File: src/hdl/arcp_pkg.sv
// package for the converter result, compare and pin release registers
package arcp_pkg;

  // register byte offsets on the plain register port
  localparam logic [15:0] ARCP_OFF_RH      = 16'h0003;
  localparam logic [15:0] ARCP_OFF_RL      = 16'h0004;
  localparam logic [15:0] ARCP_OFF_CVH     = 16'h0006;
  localparam logic [15:0] ARCP_OFF_CVL     = 16'h0007;
  localparam logic [15:0] ARCP_OFF_CFG     = 16'h0020;
  localparam logic [15:0] ARCP_OFF_APC_LO  = 16'h309c;
  localparam logic [15:0] ARCP_OFF_APC_HI  = 16'h309d;

  // configuration register field positions
  localparam int ARCP_CFG_MODE_LSB = 0;
  localparam int ARCP_CFG_CMP_EN   = 2;
  localparam int ARCP_CFG_DEP_LSB  = 3;
  localparam int ARCP_CFG_CMP_GE   = 6;

  // values after reset
  localparam logic [6:0]  ARCP_CFG_RST  = 7'h00;
  localparam logic [11:0] ARCP_RES_RST  = 12'h000;
  localparam logic [11:0] ARCP_CV_RST   = 12'h000;
  localparam logic [7:0]  ARCP_APC_RST  = 8'h00;
  localparam logic [3:0]  ARCP_APC2_RST = 4'h0;

  // result fifo depth and analog channel count
  localparam int ARCP_FIFO_DEPTH = 8;
  localparam int ARCP_CHANNELS   = 12;

  // resolution modes; code 2'b11 is illegal and behaves as 8-bit
  typedef enum logic [1:0] {
    ARCP_M8  = 2'b00,
    ARCP_M12 = 2'b01,
    ARCP_M10 = 2'b10
  } arcp_mode_t;

  // one register port request
  typedef struct packed {
    logic [15:0] addr;
    logic [7:0]  wdata;
    logic        wr;
    logic        rd;
  } arcp_bus_t;

  // one finished conversion from the analog engine
  typedef struct packed {
    logic        done;
    logic [11:0] data;
  } arcp_conv_t;

endpackage

File: src/hdl/arcp_regs.sv
// result, compare value and analog pin release register block
// Functional notes
// - 12-bit: high nibble in high, byte in low
// - results update each completion unless compare fails
// - high read locks results until low read
// - conversion during pending lock is discarded
// - 8-bit mode has no read interlock
// - fifo mode completes when result fifo reaches depth
// - fifo results read back in channel order
// - mode change invalidates held results
// - high bits 7-4 of result/compare read zero
// - low result register holds eight low bits
// - 12-bit compare checks high nibble too
// - compare low byte against low result bits
// - first release register covers channels 0-7
// - second release register covers channels 8-11
// - release bit one disables port control
// - released pin: no drive, input zero, no pullup
// - compare active only while its enable set
// - depth field zero disables, else depth 2-8
// - blocked transfer leaves complete flag, drops result
//
// The address-and-strobe port was left to the implementer.
`timescale 1ns/10ps
module arcp_regs #(
  parameter int NCH = arcp_pkg::ARCP_CHANNELS  // analog channels with a pin
) (
  // clock and reset
  input  wire logic                  clk_i,
  input  wire logic                  sys_rst_i,
  // register port
  input  wire arcp_pkg::arcp_bus_t   req_i,
  output logic [7:0]                 rdata_o,
  // analog conversion engine
  input  wire arcp_pkg::arcp_conv_t  conv_i,
  output logic                       conv_complete_o,
  output logic                       conv_blocked_o,
  output logic [2:0]                 fifo_depth_sel_o,
  // port logic and pins
  input  wire logic [NCH-1:0]        port_oe_i,
  input  wire logic [NCH-1:0]        port_pu_i,
  input  wire logic [NCH-1:0]        pin_in_i,
  output logic [NCH-1:0]             pin_oe_o,
  output logic [NCH-1:0]             pin_pu_o,
  output logic [NCH-1:0]             port_rd_o,
  output logic [NCH-1:0]             pin_release_o
);
  import arcp_pkg::*;

  // configuration and data registers
  logic [6:0]       cfg_r;        // mode, compare enable, depth, sense
  logic [11:0]      cv_r;         // compare_field, 12 bits
  logic [7:0]       apc_lo_r;     // pin_release_ch0..pin_release_ch7
  logic [3:0]       apc_hi_r;     // pin_release_ch8..pin_release_ch11
  logic [11:0]      res_r;        // held result, non-fifo mode
  logic             lock_r;       // high read done, low read pending
  // result fifo
  logic [11:0]      mem_r [ARCP_FIFO_DEPTH];
  logic [2:0]       wptr_r;       // next slot to fill
  logic [2:0]       rptr_r;       // oldest entry
  logic [3:0]       cnt_r;        // entries held
  // pin input synchroniser
  logic [NCH-1:0]   pin_s1_r;     // first stage, read by second only
  logic [NCH-1:0]   pin_s2_r;
  logic [NCH-1:0]   pin_s3_r;
  logic [NCH-1:0]   pin_q_r;      // settled pin level
  // decoded strobes and helpers
  arcp_mode_t       mode;
  logic             wide;         // 12 or 10 bit, interlock applies
  logic             cmp_en;
  logic [2:0]       depth;
  logic             fifo_en;
  logic [3:0]       cap;          // fifo level that completes a set
  logic             wr_cfg;
  logic             mode_chg;
  logic             rh_rd;
  logic             rl_rd;
  logic [11:0]      conv_fmt;     // engine result at current width
  logic [11:0]      cv_fmt;       // compare value at current width
  logic             cmp_hit;
  logic             accept;       // completion that may be kept
  logic             take;         // completion that is kept
  logic             push;
  logic             pop;
  logic [11:0]      head;         // value the result pair shows
  logic [NCH-1:0]   rel;          // pin release vector

  // keep only the bits that the current width produces
  function automatic logic [11:0] arcp_fit(arcp_mode_t m, logic [11:0] v);
    logic [11:0] r;
    r = 12'h000;
    unique case (m)
      ARCP_M12: r = v;
      ARCP_M10: r = {2'h0, v[9:0]};
      ARCP_M8:  r = {4'h0, v[7:0]};
      default:  r = {4'h0, v[7:0]};
    endcase
    return r;
  endfunction

  // field decode
  assign mode     = arcp_mode_t'(cfg_r[ARCP_CFG_MODE_LSB +: 2]);
  // illegal code 2'b11 reads as 8-bit, so it gets no interlock either
  assign wide     = (mode == ARCP_M12) || (mode == ARCP_M10);
  assign cmp_en   = cfg_r[ARCP_CFG_CMP_EN];
  assign depth    = cfg_r[ARCP_CFG_DEP_LSB +: 3];
  assign fifo_en  = (depth != 3'h0);
  assign cap      = {1'b0, depth} + 4'h1;
  assign wr_cfg   = req_i.wr && (req_i.addr == ARCP_OFF_CFG);
  assign mode_chg = wr_cfg &&
                    (req_i.wdata[ARCP_CFG_MODE_LSB +: 2] != mode);
  assign rh_rd    = req_i.rd && (req_i.addr == ARCP_OFF_RH);
  assign rl_rd    = req_i.rd && (req_i.addr == ARCP_OFF_RL);

  // compare: both sides trimmed to the width, so 12-bit checks the
  // high nibble as well as the low byte
  assign conv_fmt = arcp_fit(mode, conv_i.data);
  assign cv_fmt   = arcp_fit(mode, cv_r);
  assign cmp_hit  = cfg_r[ARCP_CFG_CMP_GE] ?
                    (conv_fmt >= cv_fmt) :
                    (conv_fmt <  cv_fmt);

  // a failed compare keeps the old contents only while enabled
  assign accept = conv_i.done && !(cmp_en && !cmp_hit);
  // a pending interlock swallows the completion
  assign take   = accept && !lock_r;
  // fifo fills up to its set depth; beyond that results are lost
  assign push   = take && fifo_en && (cnt_r < cap);
  assign pop    = rl_rd && fifo_en && (cnt_r != 4'h0);
  assign head   = fifo_en ? mem_r[rptr_r] : res_r;

  // release vector, reserved high bits never reach it
  assign rel = NCH'({apc_hi_r, apc_lo_r});

  // configuration register; bit 7 is not stored
  always_ff @(posedge clk_i or posedge sys_rst_i) begin
    if (sys_rst_i) begin
      cfg_r <= ARCP_CFG_RST;
    end else if (wr_cfg) begin
      cfg_r <= req_i.wdata[6:0];
    end
  end

  // compare value; the upper nibble of the high byte is dropped
  always_ff @(posedge clk_i or posedge sys_rst_i) begin
    if (sys_rst_i) begin
      cv_r <= ARCP_CV_RST;
    end else if (req_i.wr && (req_i.addr == ARCP_OFF_CVH)) begin
      cv_r[11:8] <= req_i.wdata[3:0];
    end else if (req_i.wr && (req_i.addr == ARCP_OFF_CVL)) begin
      cv_r[7:0] <= req_i.wdata;
    end
  end

  // pin release registers
  always_ff @(posedge clk_i or posedge sys_rst_i) begin
    if (sys_rst_i) begin
      apc_lo_r <= ARCP_APC_RST;
      apc_hi_r <= ARCP_APC2_RST;
    end else if (req_i.wr && (req_i.addr == ARCP_OFF_APC_LO)) begin
      apc_lo_r <= req_i.wdata;
    end else if (req_i.wr && (req_i.addr == ARCP_OFF_APC_HI)) begin
      apc_hi_r <= req_i.wdata[3:0];
    end
  end

  // read interlock; a mode change also drops it
  always_ff @(posedge clk_i or posedge sys_rst_i) begin
    if (sys_rst_i) begin
      lock_r <= 1'b0;
    end else if (mode_chg || !wide) begin
      lock_r <= 1'b0;
    end else if (rh_rd) begin
      lock_r <= 1'b1;
    end else if (rl_rd) begin
      lock_r <= 1'b0;
    end
  end

  // held result outside fifo mode
  always_ff @(posedge clk_i or posedge sys_rst_i) begin
    if (sys_rst_i) begin
      res_r <= ARCP_RES_RST;
    end else if (mode_chg) begin
      res_r <= ARCP_RES_RST;
    end else if (take && !fifo_en) begin
      res_r <= conv_fmt;
    end
  end

  // fifo storage; no reset needed, pointers say what is valid
  always_ff @(posedge clk_i) begin
    if (push) begin
      mem_r[wptr_r] <= conv_fmt;
    end
  end

  // fifo pointers; flushed on mode change or depth change
  always_ff @(posedge clk_i or posedge sys_rst_i) begin
    if (sys_rst_i) begin
      wptr_r <= 3'h0;
      rptr_r <= 3'h0;
      cnt_r  <= 4'h0;
    end else if (wr_cfg && (mode_chg ||
                 req_i.wdata[ARCP_CFG_DEP_LSB +: 3] != depth)) begin
      wptr_r <= 3'h0;
      rptr_r <= 3'h0;
      cnt_r  <= 4'h0;
    end else begin
      if (push) begin
        wptr_r <= wptr_r + 3'h1;
      end
      if (pop) begin
        rptr_r <= rptr_r + 3'h1;
      end
      unique case ({push, pop})
        2'b10:   cnt_r <= cnt_r + 4'h1;
        2'b01:   cnt_r <= cnt_r - 4'h1;
        default: cnt_r <= cnt_r;
      endcase
    end
  end

  // complete flag: set wins over the low-byte read that clears it
  always_ff @(posedge clk_i or posedge sys_rst_i) begin
    if (sys_rst_i) begin
      conv_complete_o <= 1'b0;
    end else if (take && !fifo_en) begin
      conv_complete_o <= 1'b1;
    end else if (push && (cnt_r + 4'h1 == cap)) begin
      conv_complete_o <= 1'b1;
    end else if (mode_chg || rl_rd) begin
      conv_complete_o <= 1'b0;
    end
  end

  // blocked pulse tells the engine to restart; flag is left alone
  always_ff @(posedge clk_i or posedge sys_rst_i) begin
    if (sys_rst_i) begin
      conv_blocked_o <= 1'b0;
    end else begin
      conv_blocked_o <= accept && lock_r;
    end
  end

  // depth select out to the channel fifo logic
  always_ff @(posedge clk_i or posedge sys_rst_i) begin
    if (sys_rst_i) begin
      fifo_depth_sel_o <= 3'h0;
    end else begin
      fifo_depth_sel_o <= depth;
    end
  end

  // read data, valid the cycle after the strobe only
  always_ff @(posedge clk_i or posedge sys_rst_i) begin
    if (sys_rst_i) begin
      rdata_o <= 8'h00;
    end else if (!req_i.rd) begin
      rdata_o <= 8'h00;
    end else begin
      unique case (req_i.addr)
        ARCP_OFF_RH:     rdata_o <= {4'h0, head[11:8]};
        ARCP_OFF_RL:     rdata_o <= head[7:0];
        ARCP_OFF_CVH:    rdata_o <= {4'h0, cv_r[11:8]};
        ARCP_OFF_CVL:    rdata_o <= cv_r[7:0];
        ARCP_OFF_CFG:    rdata_o <= {1'b0, cfg_r};
        ARCP_OFF_APC_LO: rdata_o <= apc_lo_r;
        ARCP_OFF_APC_HI: rdata_o <= {4'h0, apc_hi_r};
        default:         rdata_o <= 8'h00;
      endcase
    end
  end

  // pin synchroniser; a level counts once stages two and three agree
  always_ff @(posedge clk_i or posedge sys_rst_i) begin
    if (sys_rst_i) begin
      pin_s1_r <= '0;
      pin_s2_r <= '0;
      pin_s3_r <= '0;
      pin_q_r  <= '0;
    end else begin
      pin_s1_r <= pin_in_i;
      pin_s2_r <= pin_s1_r;
      pin_s3_r <= pin_s2_r;
      pin_q_r  <= (pin_s2_r & pin_s3_r) |
                  (pin_q_r & (pin_s2_r ^ pin_s3_r));
    end
  end

  // pin gating; one in a release bit takes the pin off the port
  always_ff @(posedge clk_i or posedge sys_rst_i) begin
    if (sys_rst_i) begin
      pin_oe_o      <= '0;
      pin_pu_o      <= '0;
      port_rd_o     <= '0;
      pin_release_o <= '0;
    end else begin
      pin_oe_o      <= port_oe_i & ~rel;
      pin_pu_o      <= port_pu_i & ~rel;
      port_rd_o     <= pin_q_r & ~rel;
      pin_release_o <= rel;
    end
  end
endmodule

File: config.mk
export PLATFORM = sky130hd
export DESIGN_NAME = arcp_regs
export DESIGN_NICKNAME = d
export VERILOG_FILES = /design/src/hdl/arcp_pkg.sv /design/src/hdl/arcp_regs.sv
export SDC_FILE = /design/constraint.sdc
export NUM_CORES = 1
export LEC_CHECK = 0
export BUFFER_PORTS_ARGS = -buffer_cell sky130_fd_sc_hd__buf_2
export CAP_MARGIN = 40
export CORE_UTILIZATION = 57
export DETAILED_ROUTE_END_ITERATION = 8
export PLACE_DENSITY = 0.79
export SLEW_MARGIN = 20
export SYNTH_ARGS = -nofsm -noshare
export SYNTH_HDL_FRONTEND = slang
export SYNTH_SLANG_ARGS = --single-unit
File: constraint.sdc
create_clock -name clk_i -period 6.7 [get_ports clk_i]
set_input_delay 0.335 -clock clk_i [delete_from_list [all_inputs] [get_ports clk_i]]
set_output_delay 0.335 -clock clk_i [all_outputs]
set_load 0.1 [all_outputs]
Word-level counts from Yosys, hierarchy flattened
Memories as Yosys holds them, arrays and structs flattened.
Index checks and enable logic that the tools add are counted.
{"block": "word_totals", "ff_bits": 163, "ram_bits": 96, "n_memories": 1, "output_inout_bits": 61, "elab_cells": 115, "inputBits": 77}
{"block": "op_classes", "n_eq_ne": 14, "reduce_logical": 38, "mux": 22, "addsub": 5, "order_cmp": 3, "bitwise": 10}
{"name": "mem_r", "words": 8, "width": 12, "rd": 1, "rd_clocked_by_memory_dff": 0, "wr": 1, "line": "arcp_regs.sv:58", "rtl": "logic [11:0] mem_r [ARCP_FIFO_DEPTH];"}
{"operator": "$and A12 B12 Y12", "count": 5}
{"operator": "$pmux W8 S7", "count": 1}
{"operator": "$eq A16 B3 Y1 const B", "count": 3}
{"operator": "$pmux W12 S2", "count": 2}
{"operator": "$mux W12", "count": 3}
{"operator": "$eq A16 B14 Y1 const B", "count": 2}
{"operator": "$logic_and A1 B1 Y1", "count": 19}
{"operator": "$eq A16 B2 Y1 const B", "count": 1}
{"operator": "$eq A16 B6 Y1 const B", "count": 1}
{"operator": "$ge A12 B12 Y1", "count": 1}
{"operator": "$lt A12 B12 Y1", "count": 1}
{"operator": "$mux W3", "count": 4}
{"operator": "$not A12 Y12", "count": 1}
{"operator": "$or A12 B12 Y12", "count": 1}
{"operator": "$reduce_bool A3 Y1", "count": 4}
{"operator": "$xor A12 B12 Y12", "count": 1}
{"operator": "$mux W1", "count": 9}
{"operator": "$mux W8", "count": 1}
{"operator": "$pmux W4 S2", "count": 1}
{"operator": "$add A3 B1 Y3 const B", "count": 2}
{"operator": "$reduce_bool A2 Y1", "count": 3}
{"operator": "$logic_not A1 Y1", "count": 5}
{"operator": "$add A3 B1 Y4 const B", "count": 1}
{"operator": "$add A4 B1 Y4 const B", "count": 1}
{"operator": "12 further kinds", "count": 19}

Longest topological paths before layout
{"block": "logic_depth", "depth_word": 14, "depth_mapped": 14}

Least setup slack after synthesis
No wires, ideal clock.
{"block": "synth_path", "kind": "reg-to-reg", "from": "register cfg_r[0]", "to": "memory mem_r[4][0] (enable)", "setup_time_ns": 0.417, "synth_period_minus_slack_ns": 4.468, "slack_ns": 2.232, "stages_incl_launch_ff": 11, "arrival_time_ns": 4.051, "required_time_ns": 6.283, "path_buffers": 0, "cell_sequence": "dfrtp_1 inv_1 ha_1 nor2b_1 and2_1 ha_1 and4_1 a211o_1 o211ai_1 nand2_1 nor4b_1"}
{"block": "synth_via", "elab_chain_cells": 13}
{"item": "from (decl)", "line": "arcp_regs.sv:51", "rtl": "logic [6:0] cfg_r;"}
{"item": "from (signal assigned)", "line": "arcp_regs.sv:140", "rtl": "cfg_r <= req_i.wdata[6:0];"}
{"item": "$eq A2 B2 Y1 / $eq A2 B1 Y1 (equally long branches)", "line": "arcp_regs.sv:92", "rtl": "unique case (m)"}
{"item": "$pmux W12 S2 (*)", "line": "arcp_regs.sv:92"}
{"item": "named net conv_fmt[11]", "line": "arcp_regs.sv:78", "rtl": "logic [11:0] conv_fmt;"}
{"item": "$lt A12 B12 Y1 / $ge A12 B12 Y1 (equally long branches)", "line": "arcp_regs.sv:121, arcp_regs.sv:120"}
{"item": "$mux W1 (*)", "line": "arcp_regs.sv:119", "rtl": "assign cmp_hit = cfg_r[ARCP_CFG_CMP_GE] ?"}
{"item": "$logic_not A1 Y1 (*)", "line": "arcp_regs.sv:124", "rtl": "assign accept = conv_i.done && !(cmp_en && !cmp_hit);"}
{"item": "$logic_and A1 B1 Y1 (*)", "line": "arcp_regs.sv:124"}
{"item": "$logic_not A1 Y1 (*)", "line": "arcp_regs.sv:124"}
{"item": "$logic_and A1 B1 Y1 (*)", "line": "arcp_regs.sv:124"}
{"item": "$logic_and A1 B1 Y1 (*)", "line": "arcp_regs.sv:126", "rtl": "assign take = accept && !lock_r;"}
{"item": "$logic_and A1 B1 Y1 (*) (2 in series)", "line": "arcp_regs.sv:128", "rtl": "assign push = take && fifo_en && (cnt_r < cap);"}
{"item": "$mux W1 (*)", "line": "arcp_regs.sv:193", "rtl": "if (push) begin"}
{"item": "$mux W1 (not written as such) (*)", "line": "arcp_regs.sv:194", "rtl": "mem_r[wptr_r] <= conv_fmt;"}
{"item": "to (decl)", "line": "arcp_regs.sv:58"}
Mark *: on every way through the listed nets, which the timed path passes. The rest lies on a longest branch.

Worst setup path after layout
{"block": "layout_path", "from": "register cfg_r[0]", "to": "memory mem_r[5][1] (enable)"}
The elaborated chain is that of the path after synthesis.

==> impl_metrics.py <==
metrics = {
    "route": {
        "routed_wirelength_um": 22730,
        "drc": 0,
        "drtPass1Iterations": 5,
        "vias": 6377,
        "drtAntennaViolNets": 0,
        "drt_iter0_drc": 484,
        "vias_per_cell": 5.829,
        "drt-wirelength-per-cell_um": 20.78,
    },
    "setup_path": {
        "worstPathMaxFanout": 10,
        "path_buf_inv": 3,
        "reg2reg_from": "cfg_r[0]",
        "required_ns": 6.92,
        "r2r-end": "mem_r[5][1]",
        "cp_top_family": "simple AND/OR/NAND/NOR gates",
        "critPathKind": "reg -> reg",
        "slowest_delay_ns": 0.71,
        "reg2reg_slack_ns": 2.27,
        "r2r_cells": 14,
        "cp.arrival_ns": 4.65,
        "end_kind": "register",
        "crit_chain": "inv_1 > ha_1 > nor2_1 > and2_1 > ha_1 > a21oi_1 > o21ai_0 > a211o_1 > o211ai_1 > clkbuf_4 > and2_1 > nand2_1 > nor3b_1 > buf_4",
        "crit_cells": 14,
        "startpoint": "cfg_r[0]",
        "crit_end": "mem_r[5][1]",
        "startpoint_type": "register",
        "critical-path-slowest-cell": "nor3b_1",
    },
    "sta": {
        "finalSetupTns_ns": 0,
        "fmaxAchievable_ghz": 0.2259,
        "finClkSkew_ns": 0.02138,
        "final_max_slew_viol_count": 0,
        "grt_setup_unrepaired": "no",
        "post-route-min-period_ns": 4.427,
        "slew_headroom_pct": 40.32,
        "hold_violations": 0,
        "worstMarginPinSlew_ns": 0.8927,
        "period_share_pct": 66.08,
        "setup_viol": 0,
    },
    "floorplanning": {
        "initial_core_util_pct": 59.06,
        "die_area_um2": 18710,
        "num_rows": 48,
        "die_w_um": 136.8,
        "die_y_um": 136.8,
        "ioPinCount": 138,
        "core-area_um2": 17540,
    },
    "placed_design": {
        "io_buffers": 137,
        "place_inst": 1030,
        "hpwl_um": 15250,
        "gp_congestion": 0.8586,
    },
    "pwr": {
        "p_comb_share_pct": 7.6,
        "p_int_mw": 2.708,
        "switching_power_mw": 0.8012,
        "p_sw_share_pct": 22.83,
        "clkPwrFrac_pct": 43.9,
        "p_per_area_nw_per_um2": 280.5,
        "pwr-share-seq_pct": 48.5,
        "worst_ir_drop_vdd_uv": 227.6,
        "leakagePower_nw": 5.474,
    },
    "final_layout": {
        "area_growth_syn_to_layout_pct": 20.81,
        "layoutNonFillerInstCount": 1094,
        "drive_above_1_share_pct": 31.30,
        "antenna_cells": 0,
        "final_core_utilization_pct": 71.35,
        "fin_nets": 963,
    },
    "yosys": {
        "synthTopCellsByCount": "163 x dfrtp_1, 96 x edfxtp_1, 42 x nor2b_1",
        "syn_avg_cell_area_um2": 15.39,
        "yosys_warnings": 0,
        "syn_inst": 673,
        "synth_area_um2": 10360,
        "yosysMostFrequentCell": "dfrtp_1",
        "synth_top_area_share_pct": 39.38,
        "synthTopCellsByArea": "dfrtp_1 39%, edfxtp_1 28%, mux4_2 5.2%, ha_1 4.3%, mux2_2 4.3%",
        "yosysTopAreaCell": "dfrtp_1",
        "synth-seq-area-share_pct": 67.21,
        "synth_edf_count": 96,
        "synth_cell_types": 51,
        "synthArstFlopShare_pct": 62.93,
        "synth_flop_cell": "dfrtp_1",
        "syn-num-nets": 786,
        "synth-seq-cells": 259,
    },
    "clocking": {
        "clock_sinks": 259,
        "clkTransAtPathRegs_ns": 0.06,
        "clockRootBuffer": "clkbuf_16",
        "cts_tree": "yes",
        "htreeDepth": 1,
        "numCtsBuffers": 26,
        "clk_path_buf_depth": 3,
        "insertion_delay_ns": 0.53,
        "post-cts-setup-buffers": 0,
    },
    "global_route": {
        "grt_max_degree": 90,
        "grt_pass1_wl_um": 35520,
        "overflow": 0,
        "track_usage_pct": 25.47,
        "antenna_found_initial": 0,
        "grt_pass1_vias": 6551,
    },
    "min_path": {
        "worstHoldStart": "port_pu_i[0]",
        "hold_class": "in -> reg",
    },
    "status": {
        "outcome": "completed",
    },
    "flow_run": {
        "cap_viol_max_count": 0,
    },
}
## final cells by class
class	instances	area [um2]
clock buffer	38	777.0
clock inverter	9	151.4
fill	1141	5024
inverter	19	76.32
multi-input combinational	374	3239
sequential	259	6962
tap	225	281.5
timing repair buffer	170	1026
## power groups by stage
stage / logic, mW / registers (mW) / clock network (mW)
after floorplan: 0.0670 / 1.84 / 0
after global placement: 0.247 / 1.73 / 0
after detailed placement: 0.257 / 1.73 / 0
after CTS: 0.265 / 1.70 / 1.56
after global routing: 0.283 / 1.71 / 1.62
final: 0.265 / 1.70 / 1.54
## worst min path at each step
stage                       end  slack (ns)  cells after the start
finish              pin_pu_o[0]        0.03                      2
global route        pin_pu_o[5]        0.03                      2
CTS                 pin_pu_o[0]        0.02                      2
detailed placement  pin_s2_r[1]        0.33                      0
global placement    pin_s2_r[8]        0.33                      0
floorplan           pin_s2_r[0]        0.33                      0
## metal layers
layer | wire length (um) | vias up | track usage (%) | part of all wire (%)
met1 | 9293 | 3258 | 34.92 | 41
li1 | - | 2845 | - | -
met3 | 1449 | 42 | 4.815 | 6.4
met2 | 11430 | 232 | 41.62 | 50
met5 | 0 | - | 0 | 0
met4 | 553 | 0 | 7.875 | 2.4
## placed cells by master, fill, tap and decap left out, types with 4 or more instances in the layout
cell type,count
clkbuf_16,27
mux2_2,40
o211ai_1,13
a31oi_1,6
nand3_1,9
ha_1,36
edfxtp_1,96
nand2b_1,4
or3_1,6
mux4_2,24
buf_2,140
nand4_1,4
clkbuf_1,5
a21o_1,12
a21oi_1,13
a222oi_1,7
xnor2_1,11
nand2_1,33
and2_1,7
nor4_1,4
dlygate4sd3_1,13
buf_4,10
mux2i_1,25
nor3_1,7
bufinv_16,4
clkbuf_8,6
nor2_1,32
nor2b_1,42
inv_1,18
xor2_1,6
dfrtp_1,163
## flip-flops by register name, indices dropped and copies added, names as in the netlist, 4 cells and up
register / flops
apc_hi_r: 4
apc_lo_r: 8
cfg_r: 7
cnt_r: 4
cv_r: 12
mem_r: 96
pin_oe_o: 12
pin_pu_o: 12
pin_q_r: 12
pin_release_o: 12
pin_s1_r: 12
pin_s2_r: 12
pin_s3_r: 12
port_rd_o: 12
rdata_o: 8
res_r: 12
## cell families after synthesis
kind of cell / share of synthesized area [%]
xor gates and xnor gates: 1.438
DFF: 67.21
adders and majority gates: 4.349
AOI/OAI and AO/OA: 4.905
buffers and inverters: 1.631
muxes: 11.98
and+or+nand+nor: 8.480
## stage by stage
| stage | cell area, um2 | hold slack, ns | total power, mW | worst slack [ns] |
|---|---|---|---|---|
| 2_1_floorplan | 10360 | 0.3312 | 1.911 | 1.960 |
| 3_3_place_gp | 11320 | 0.3321 | 1.978 | 2.297 |
| 3_5_place_dp | 11400 | 0.3347 | 1.989 | 1.994 |
| 4_1_cts | 12460 | 0.01670 | 3.530 | 1.938 |
| 5_1_grt | 12510 | 0.02506 | 3.614 | 1.916 |
| 6_report | 12510 | 0.02873 | 3.510 | 2.273 |
## repair_timing
action	4_1_cts	5_1_grt
hold endpoints to repair	75	0
gates resized for setup	0	0
hold buffers	13	0
Note: power is estimated with default switching activity, not from simulation.
